`src/common/pig_regs.svh`:
```
// offsets, field positions, reset values and sizes of the interrupt generation block
// assumes 32-bit config and memory data paths with dword-aligned byte addresses
`ifndef PIG_REGS_SVH
`define PIG_REGS_SVH

`define PIG_NUM_PF 2
`define PIG_PF_LAST 2'h1
`define PIG_NUM_VEC 8
`define PIG_VEC_W 3
`define PIG_MAX_VEC 2048
`define PIG_TABLE_SIZE_FIELD 11'h007
// config space, per physical function
`define PIG_CFG_COMMAND 12'h004
`define PIG_CMD_INTX_DIS 10
`define PIG_CFG_MSIX_CTRL 12'h050
`define PIG_MC_FN_MASK 14
`define PIG_MC_ENABLE 15
// memory space behind the vector table bar
`define PIG_MSIX_BAR 3'h4
`define PIG_ENTRY_SHIFT 4
`define PIG_DW_SHIFT 2
`define PIG_TABLE_END_LSB 7
`define PIG_PBA_BIT 12
`define PIG_PBA_DW_W 10
// vector table entry layout, dword index and bit positions in the 128-bit entry
`define PIG_DW_ADDR_LO 2'h0
`define PIG_DW_ADDR_HI 2'h1
`define PIG_DW_DATA 2'h2
`define PIG_DW_CTRL 2'h3
`define PIG_ENT_MASK_BIT 96
`define PIG_ENT_RESET 128'h0000_0001_0000_0000_0000_0000_0000_0000

`endif

```
`src/common/pig_pkg.sv`:
```
// types shared by the interrupt generation block
// assumes the constants of pig_regs.svh
package pig_pkg;
    typedef enum logic [1:0] {
        PIG_IDLE,
        PIG_FETCH,
        PIG_SEND
    } pig_state_t;
endpackage

```
`src/hw/pig_irq_gen.sv`:
```
// legacy and vector interrupt generation for a two-function endpoint
// assumes application, config and memory requests all run on i_core_clk
`timescale 1ns/10ps
`include "pig_regs.svh"

module pig_irq_gen (
    // clock and reset
    input wire logic i_core_clk,
    input wire logic i_srst,
    // legacy interrupt and per-function interrupt control state
    input wire logic i_legacy_irq_level_in,
    input wire logic i_legacy_irq_function_select,
    output logic [`PIG_NUM_PF-1:0] o_intx_disable,
    output logic o_intx_assert,
    output logic o_intx_deassert,
    output logic [`PIG_NUM_PF-1:0] o_msix_enable,
    output logic [`PIG_NUM_PF-1:0] o_msix_fn_mask,
    // config space access
    input wire logic i_cfg_wr,
    input wire logic i_cfg_rd,
    input wire logic i_cfg_func,
    input wire logic [11:0] i_cfg_addr,
    input wire logic [31:0] i_cfg_wdata,
    output logic [31:0] o_cfg_rdata,
    // memory space access
    input wire logic i_mem_wr,
    input wire logic i_mem_rd,
    input wire logic [2:0] i_mem_bar,
    input wire logic [12:0] i_mem_addr,
    input wire logic [31:0] i_mem_wdata,
    output logic [31:0] o_mem_rdata,
    output logic o_mem_rvalid,
    // vector interrupt request
    input wire logic i_vector_irq_req,
    input wire logic [`PIG_VEC_W-1:0] i_vector_irq_num,
    input wire logic [1:0] i_vector_irq_pf,
    input wire logic [2:0] i_vector_irq_traffic_class,
    output logic o_vector_irq_ack,
    output logic o_vector_irq_err,
    // posted write toward the transmit side
    output logic o_tx_valid,
    output logic o_tx_4dw,
    output logic [63:0] o_tx_addr,
    output logic [31:0] o_tx_data,
    output logic [2:0] o_tx_tc,
    input wire logic i_tx_ready
);
    import pig_pkg::*;

    ////////////////////////////////////////////////////////////////////////////////
    // config registers per function
    logic [`PIG_NUM_PF-1:0] dis_q, dis_d, en_q, en_d, fm_q, fm_d;
    logic [31:0] cfg_rdata_q, cfg_rdata_d;

    always_comb begin
        dis_d = dis_q;
        en_d = en_q;
        fm_d = fm_q;
        cfg_rdata_d = 32'h0000_0000;
        if (i_cfg_wr && i_cfg_addr == `PIG_CFG_COMMAND) begin
            dis_d[i_cfg_func] = i_cfg_wdata[`PIG_CMD_INTX_DIS];
        end
        if (i_cfg_wr && i_cfg_addr == `PIG_CFG_MSIX_CTRL) begin
            en_d[i_cfg_func] = i_cfg_wdata[`PIG_MC_ENABLE];
            fm_d[i_cfg_func] = i_cfg_wdata[`PIG_MC_FN_MASK];
        end
        if (i_cfg_rd && i_cfg_addr == `PIG_CFG_COMMAND) begin
            cfg_rdata_d[`PIG_CMD_INTX_DIS] = dis_q[i_cfg_func];
        end
        if (i_cfg_rd && i_cfg_addr == `PIG_CFG_MSIX_CTRL) begin
            // size field is entries minus one, read-only
            cfg_rdata_d = {16'h0000, en_q[i_cfg_func], fm_q[i_cfg_func],
                           3'h0, `PIG_TABLE_SIZE_FIELD};
        end
    end

    always_ff @(posedge i_core_clk) begin
        if (i_srst) begin
            dis_q <= '0;
            en_q <= '0;
            fm_q <= '0;
            cfg_rdata_q <= 32'h0000_0000;
        end else begin
            dis_q <= dis_d;
            en_q <= en_d;
            fm_q <= fm_d;
            cfg_rdata_q <= cfg_rdata_d;
        end
    end

    assign o_intx_disable = dis_q;
    assign o_msix_enable = en_q;
    assign o_msix_fn_mask = fm_q;
    assign o_cfg_rdata = cfg_rdata_q;

    ////////////////////////////////////////////////////////////////////////////////
    // legacy messages; one shared pin for both functions
    logic [`PIG_NUM_PF-1:0] lvl_q, lvl_d;
    logic eff, sent_q, ast_q, ast_d, dea_q, dea_d;

    assign eff = |(lvl_q & ~dis_q);

    always_comb begin
        lvl_d = lvl_q;
        lvl_d[i_legacy_irq_function_select] = i_legacy_irq_level_in;
        ast_d = eff && !sent_q;
        dea_d = !eff && sent_q;
    end

    always_ff @(posedge i_core_clk) begin
        if (i_srst) begin
            lvl_q <= '0;
            sent_q <= 1'b0;
            ast_q <= 1'b0;
            dea_q <= 1'b0;
        end else begin
            lvl_q <= lvl_d;
            sent_q <= eff;
            ast_q <= ast_d;
            dea_q <= dea_d;
        end
    end

    assign o_intx_assert = ast_q;
    assign o_intx_deassert = dea_q;

    ////////////////////////////////////////////////////////////////////////////////
    // host access to table and pending array through bar four only
    logic bar_hit, in_table, in_pba, tab_wr;
    logic [31:0] tab_rdata, mem_rdata_q, mem_rdata_d;
    logic mem_rvalid_q;
    logic [`PIG_NUM_VEC-1:0] pend_q, pend_d, mask_vec;
    logic [`PIG_VEC_W-1:0] cur_q, cur_d;
    logic [63:0] ent_addr;
    logic [31:0] ent_data;
    logic ent_mask;

    assign bar_hit = i_mem_bar == `PIG_MSIX_BAR;
    assign in_table = bar_hit && !i_mem_addr[`PIG_PBA_BIT]
                      && i_mem_addr[`PIG_PBA_BIT-1:`PIG_TABLE_END_LSB] == '0;
    assign in_pba = bar_hit && i_mem_addr[`PIG_PBA_BIT];
    assign tab_wr = i_mem_wr && in_table;

    pig_vec_table u_table (
        .i_core_clk(i_core_clk),
        .i_srst(i_srst),
        .i_wr(tab_wr),
        .i_idx(i_mem_addr[`PIG_ENTRY_SHIFT +: `PIG_VEC_W]),
        .i_dw(i_mem_addr[`PIG_DW_SHIFT +: 2]),
        .i_wdata(i_mem_wdata),
        .o_rdata(tab_rdata),
        .i_ent_idx(cur_q),
        .o_ent_addr(ent_addr),
        .o_ent_data(ent_data),
        .o_ent_mask(ent_mask),
        .o_mask_vec(mask_vec)
    );

    always_comb begin
        mem_rdata_d = 32'h0000_0000;
        if (i_mem_rd && in_table) begin
            mem_rdata_d = tab_rdata;
        end
        // dword zero holds pending bits 0..7; a qword read is dwords zero and one
        if (i_mem_rd && in_pba && i_mem_addr[`PIG_DW_SHIFT +: `PIG_PBA_DW_W] == '0) begin
            mem_rdata_d[`PIG_NUM_VEC-1:0] = pend_q;
        end
    end

    always_ff @(posedge i_core_clk) begin
        if (i_srst) begin
            mem_rdata_q <= 32'h0000_0000;
            mem_rvalid_q <= 1'b0;
        end else begin
            mem_rdata_q <= mem_rdata_d;
            mem_rvalid_q <= i_mem_rd;
        end
    end

    assign o_mem_rdata = mem_rdata_q;
    assign o_mem_rvalid = mem_rvalid_q;

    ////////////////////////////////////////////////////////////////////////////////
    // request intake, pending array and message processor
    pig_state_t state_q, state_d;
    logic from_req_q, from_req_d, ack_q, ack_d, err_q, err_d;
    logic tx_valid_q, tx_valid_d, tx_4dw_q, tx_4dw_d;
    logic [63:0] tx_addr_q, tx_addr_d;
    logic [31:0] tx_data_q, tx_data_d;
    logic [2:0] tc_q, tc_d;
    logic req_take, req_bad, bg_ok, bg_any;
    logic [`PIG_VEC_W-1:0] bg_vec;

    // a held request is not taken again in its acknowledge cycle
    assign req_take = i_vector_irq_req && !ack_q && state_q == PIG_IDLE;
    assign req_bad = i_vector_irq_pf > `PIG_PF_LAST || !en_q[i_vector_irq_pf[0]]
                     || fm_q[i_vector_irq_pf[0]];
    assign bg_ok = en_q[0] && !fm_q[0];
    assign bg_any = |(pend_q & ~mask_vec) && bg_ok;

    // lowest pending unmasked vector is retried first
    always_comb begin
        bg_vec = '0;
        for (int v = `PIG_NUM_VEC - 1; v >= 0; v--) begin
            if (pend_q[v] && !mask_vec[v]) begin
                bg_vec = (`PIG_VEC_W)'(v);
            end
        end
    end

    always_comb begin
        state_d = state_q;
        pend_d = pend_q;
        cur_d = cur_q;
        from_req_d = from_req_q;
        ack_d = 1'b0;
        err_d = 1'b0;
        tx_valid_d = tx_valid_q;
        tx_4dw_d = tx_4dw_q;
        tx_addr_d = tx_addr_q;
        tx_data_d = tx_data_q;
        tc_d = tc_q;
        case (state_q)
            PIG_IDLE: begin
                if (req_take && req_bad) begin
                    ack_d = 1'b1;
                    err_d = 1'b1;
                end else if (req_take) begin
                    pend_d[i_vector_irq_num] = 1'b1;
                    cur_d = i_vector_irq_num;
                    tc_d = i_vector_irq_traffic_class;
                    from_req_d = 1'b1;
                    state_d = PIG_FETCH;
                end else if (bg_any) begin
                    cur_d = bg_vec;
                    tc_d = 3'h0;
                    from_req_d = 1'b0;
                    state_d = PIG_FETCH;
                end
            end
            PIG_FETCH: begin
                if (ent_mask) begin
                    ack_d = from_req_q;
                    state_d = PIG_IDLE;
                end else begin
                    tx_valid_d = 1'b1;
                    tx_addr_d = ent_addr;
                    tx_data_d = ent_data;
                    tx_4dw_d = ent_addr[63:32] != 32'h0000_0000;
                    state_d = PIG_SEND;
                end
            end
            PIG_SEND: begin
                if (i_tx_ready) begin
                    tx_valid_d = 1'b0;
                    pend_d[cur_q] = 1'b0;
                    ack_d = from_req_q;
                    state_d = PIG_IDLE;
                end
            end
            default: begin
                state_d = PIG_IDLE;
                tx_valid_d = 1'b0;
            end
        endcase
    end

    always_ff @(posedge i_core_clk) begin
        if (i_srst) begin
            state_q <= PIG_IDLE;
            pend_q <= '0;
            cur_q <= '0;
            from_req_q <= 1'b0;
            ack_q <= 1'b0;
            err_q <= 1'b0;
            tx_valid_q <= 1'b0;
            tx_4dw_q <= 1'b0;
            tx_addr_q <= 64'h0000_0000_0000_0000;
            tx_data_q <= 32'h0000_0000;
            tc_q <= 3'h0;
        end else begin
            state_q <= state_d;
            pend_q <= pend_d;
            cur_q <= cur_d;
            from_req_q <= from_req_d;
            ack_q <= ack_d;
            err_q <= err_d;
            tx_valid_q <= tx_valid_d;
            tx_4dw_q <= tx_4dw_d;
            tx_addr_q <= tx_addr_d;
            tx_data_q <= tx_data_d;
            tc_q <= tc_d;
        end
    end

    assign o_vector_irq_ack = ack_q;
    assign o_vector_irq_err = err_q;
    assign o_tx_valid = tx_valid_q;
    assign o_tx_4dw = tx_4dw_q;
    assign o_tx_addr = tx_addr_q;
    assign o_tx_data = tx_data_q;
    assign o_tx_tc = tc_q;
endmodule // pig_irq_gen

```
`src/hw/pig_vec_table.sv`:
```
// vector table storage: one 128-bit entry of four dwords per vector
// assumes writes come only from the host access decode of the top module
`timescale 1ns/10ps
`include "pig_regs.svh"

module pig_vec_table (
    // clock and reset
    input wire logic i_core_clk,
    input wire logic i_srst,
    // host dword access
    input wire logic i_wr,
    input wire logic [`PIG_VEC_W-1:0] i_idx,
    input wire logic [1:0] i_dw,
    input wire logic [31:0] i_wdata,
    output logic [31:0] o_rdata,
    // processor entry read
    input wire logic [`PIG_VEC_W-1:0] i_ent_idx,
    output logic [63:0] o_ent_addr,
    output logic [31:0] o_ent_data,
    output logic o_ent_mask,
    output logic [`PIG_NUM_VEC-1:0] o_mask_vec
);
    logic [127:0] ent_q [`PIG_NUM_VEC];

    ////////////////////////////////////////////////////////////////////////////////
    // entries, address lo/hi, data, control
    for (genvar e = 0; e < `PIG_NUM_VEC; e++) begin : g_ent
        logic [127:0] ent_d;
        always_comb begin
            ent_d = ent_q[e];
            if (i_wr && i_idx == (`PIG_VEC_W)'(e)) begin
                ent_d[{i_dw, 5'h00} +: 32] = i_wdata;
            end
        end
        always_ff @(posedge i_core_clk) begin
            // vectors come out of reset masked so nothing fires before setup
            if (i_srst) begin
                ent_q[e] <= `PIG_ENT_RESET;
            end else begin
                ent_q[e] <= ent_d;
            end
        end
        assign o_mask_vec[e] = ent_q[e][`PIG_ENT_MASK_BIT];
    end

    ////////////////////////////////////////////////////////////////////////////////
    // reads
    assign o_rdata = ent_q[i_idx][{i_dw, 5'h00} +: 32];
    assign o_ent_addr = {ent_q[i_ent_idx][{`PIG_DW_ADDR_HI, 5'h00} +: 32],
                         ent_q[i_ent_idx][{`PIG_DW_ADDR_LO, 5'h00} +: 32]};
    assign o_ent_data = ent_q[i_ent_idx][{`PIG_DW_DATA, 5'h00} +: 32];
    assign o_ent_mask = ent_q[i_ent_idx][`PIG_ENT_MASK_BIT];
endmodule // pig_vec_table

```
`config.mk`:
```
export PLATFORM = sky130hd
export DESIGN_NAME = pig_irq_gen
export DESIGN_NICKNAME = d
export VERILOG_FILES = /design/src/common/pig_pkg.sv /design/src/hw/pig_irq_gen.sv /design/src/hw/pig_vec_table.sv
export VERILOG_INCLUDE_DIRS = /design/src /design/src/common
export SDC_FILE = /design/constraint.sdc
export NUM_CORES = 2
export LEC_CHECK = 0
export BUFFER_PORTS_ARGS = -buffer_cell sky130_fd_sc_hd__buf_2
export CORE_AREA = 2 2 358 360
export CTS_CLUSTER_DIAMETER = 120
export DETAILED_ROUTE_END_ITERATION = 8
export DIE_AREA = 0 0 360 362
export PLACE_DENSITY_LB_ADDON = 0.2
export SLEW_MARGIN = 0
export SYNTH_ARGS = -nofsm -noshare
export SYNTH_HDL_FRONTEND = slang
export SYNTH_HIERARCHICAL = 1
export SYNTH_SLANG_ARGS = --single-unit
```
`constraint.sdc`:
```
create_clock -name i_core_clk -period 7.6 [get_ports i_core_clk]
set_clock_uncertainty 0.1 [all_clocks]
set_input_delay 0.38 -clock i_core_clk [delete_from_list [all_inputs] [get_ports i_core_clk]]
set_output_delay 0.38 -clock i_core_clk [all_outputs]
set_load 0.02 [all_outputs]
```
==> results.cfg <==
[synthesis]
ys_ff_latch = 1189
synthCells = 6705
synth_ff_type = dfxtp_1
ys_types = 65
avgSynthCellArea_um2 = 8.41
syn_area_um2 = 56400
synth_edf_count = 0
yosys.area.top_type = dfxtp_1
synth_area_leaders = dfxtp_1 42%, nor2_1 9.4%, mux2i_1 9.4%
yosys.area.top_type_share_pct = 42.2
yosysWarningCount = 6
async_reset_ff_share_pct = 0
yosysSeqAreaShare_pct = 42.2

[setup_path]
worstPathMaxFanout = 54
start_kind = flip-flop
cp-startpoint = cur_q[1]
critical_path_class = flip-flop to flip-flop
critPathRequiredTime_ns = 8.12
setup.worst_path.end_class = flip-flop
r2r_start = cur_q[1]
arrival_ns = 4.65

[drt]
routed-via-count = 50304
totalWireLength_mm = 206
drt_iter0_drc = 5652
detail-route-antenna-nets = 0
drc = 0
drtPass1Iterations = 8
viasPerCell = 6.02
wire_per_inst_um = 24.7

[timing]
fin_crit_sh_pct = 54.4
finalSetupViolCount = 0
fin_ws_ns = 3.47
holdWs_ns = 0.0386
tightest_slew_ns = 1.28
maxSlewHeadroom_pct = 14.9
period_needed_ns = 4.13
tns_ns = 0
final-hold-violation-count = 0
finalMaxSlewViolations = 0
fmax_mhz = 242
rsz0062_at_grt = no

[run_status]
run_status = finished, final reports clean

[final_layout]
layout_commonest_cell = nor2_1
layout_common_cells = 1411 x nor2_1, 1186 x dfxtp_1, 986 x a21oi_1, 813 x nand2_1, 529 x mux2i_1
areaGrowthSynthToFinish_pct = 11.2
nFillCells = 11979
fin_cells = 8357
drive_gt1_share_pct = 13.1
fin_nets = 6706

[cts]
clock_insertion_delay_worst_skew_ns = 0.77
cts_buffer_depth = 3
clock_sinks = 1189
root_buffer = clkbuf_16
cts_tree = built
numCtsBuffers = 135
path_clk_slew_ns = 0.06
htree_levels = 4
post-cts-setup-buffer-count = 0

[power_and_ir_drop]
peakVddDrop_mv = 0.162
p_leak_nw = 22.9
power_density_nw_per_um2 = 215

[die]
ios = 287
die_h_um = 362
row_count = 131
die_w_um = 360
core_area_um2 = 127000
fp.dieArea_um2 = 130000
start_util_pct = 44.5

[hold_path]
hold_class = primary input to flip-flop
worstHoldStart = i_vector_irq_pf[1]

[placed_design]
io_buffers = 229
dp.cells = 8077
dp_hpwl_mm = 122
place_ws_ns = 3.32
routabilityCongestion = 0.920

[grt]
grt_max_degree = 220
track_usage_pct = 30.5
overflow = 0
grt_pass1_vias = 46267
antenna_found_initial = 20
grt_pass1_wl_mm = 301

[job]
max_cap_viol_count = 0
-- worst paths after layout --
path | slack [ns] | cells past startpoint | to
min reg2reg | 0.31 | 1 | o_intx_assert
min | 0.04 | 3 | o_vector_irq_err
max reg2reg | 3.47 | 7 | o_tx_4dw
max | 3.47 | 7 | o_tx_4dw
-- kinds of logic after synthesis --
logic type | count (synthesis) | share of synthesized area (%)
buffers and inverters | 661 | 5.14
other | 1 | 0.00665
multiplexers | 822 | 19.1
AND/OR/NAND/NOR | 2593 | 18.7
flip-flops | 1189 | 42.2
AO/OA/AOI/OAI | 1429 | 14.7
adder cells (fa/ha/maj) | 10 | 0.222
-- Yosys cell counts, types with 11 or more instances --
cell type	count
clkbuf_1	396
nor2b_1	13
buf_4	52
mux2i_1	529
buf_1	23
o21ai_0	13
mux2_2	98
nor2_1	1418
a21oi_1	986
and3_1	27
and2_1	65
buf_2	170
mux4_2	194
a22oi_1	394
nand3_1	138
nand4_1	38
dfxtp_1	1189
inv_1	15
nand2_1	835
nor4_1	13
nor3_1	11
-- state kept, by name, indices dropped and copies added (netlist names), 2 cells and up --
signal,cells
o_msix_fn_mask,2
o_intx_disable,2
o_tx_tc,3
o_mem_rdata,32
u_table/ent_q,1024
cur_q,3
o_msix_enable,2
pend_q,8
o_tx_data,32
lvl_q,2
state_q,2
o_cfg_rdata,4
o_tx_addr,64
-- per-stage QoR --
stage / power [mW] / instance area [µm²] / util [%]
after global placement: 7.12 / 58000 / 45.8
after detailed placement: 7.12 / 58000 / 45.8
final: 13.5 / 62700 / 49.5
after CTS: 13.5 / 62700 / 49.5
after floorplan: 6.82 / 56500 / -
after global routing: 13.8 / 62700 / 49.5
-- timing repair --
action / in CTS / in global routing
endpoints found under the hold margin: 28 / 0
hold buffers: 33 / 0
gates resized for setup: 0 / 0
-- cell type report --
| class | instances | area, µm² | share of cell area (%) |
|---|---|---|---|
| antenna | 9 | 22.5 | 0.0359 |
| clock buffer | 207 | 4020 | 6.40 |
| clock inverter | 31 | 342 | 0.545 |
| inverter | 16 | 60.1 | 0.0958 |
| multi-input combinational | 4880 | 30000 | 47.8 |
| sequential | 1189 | 23800 | 38.0 |
| tap | 1662 | 2080 | 3.32 |
| timing repair buffer | 363 | 2380 | 3.79 |
-- report_power, final --
group | internal, mW | switching (mW)
Clock | 3.78 | 2.69
Combinational | 0.188 | 0.590
Sequential | 6.23 | 0.00228
Total | 10.2 | 3.28
-- layer usage --
metal | routed length, µm | vias up | share of wire [%] | track usage, %
met4 | 10500 | 6 | 5.1 | 15.3
li1 | - | 22903 | - | -
met2 | 90800 | 2455 | 44 | 46.9
met5 | 33 | - | 0.016 | 0
met3 | 20500 | 440 | 9.9 | 7.01
met1 | 84400 | 24500 | 41 | 40.2
-- worst max-delay path: stages, from the launching register on --
cell and delay (ns):
dfxtp_4 0.96, buf_4 0.75, mux4_2 0.41, mux2_2 0.32, nor4_1 0.63, nand4_1 0.40, nor3_1 0.29, nor3_1 0.07
Note: power is estimated with default switching activity, not from simulation.
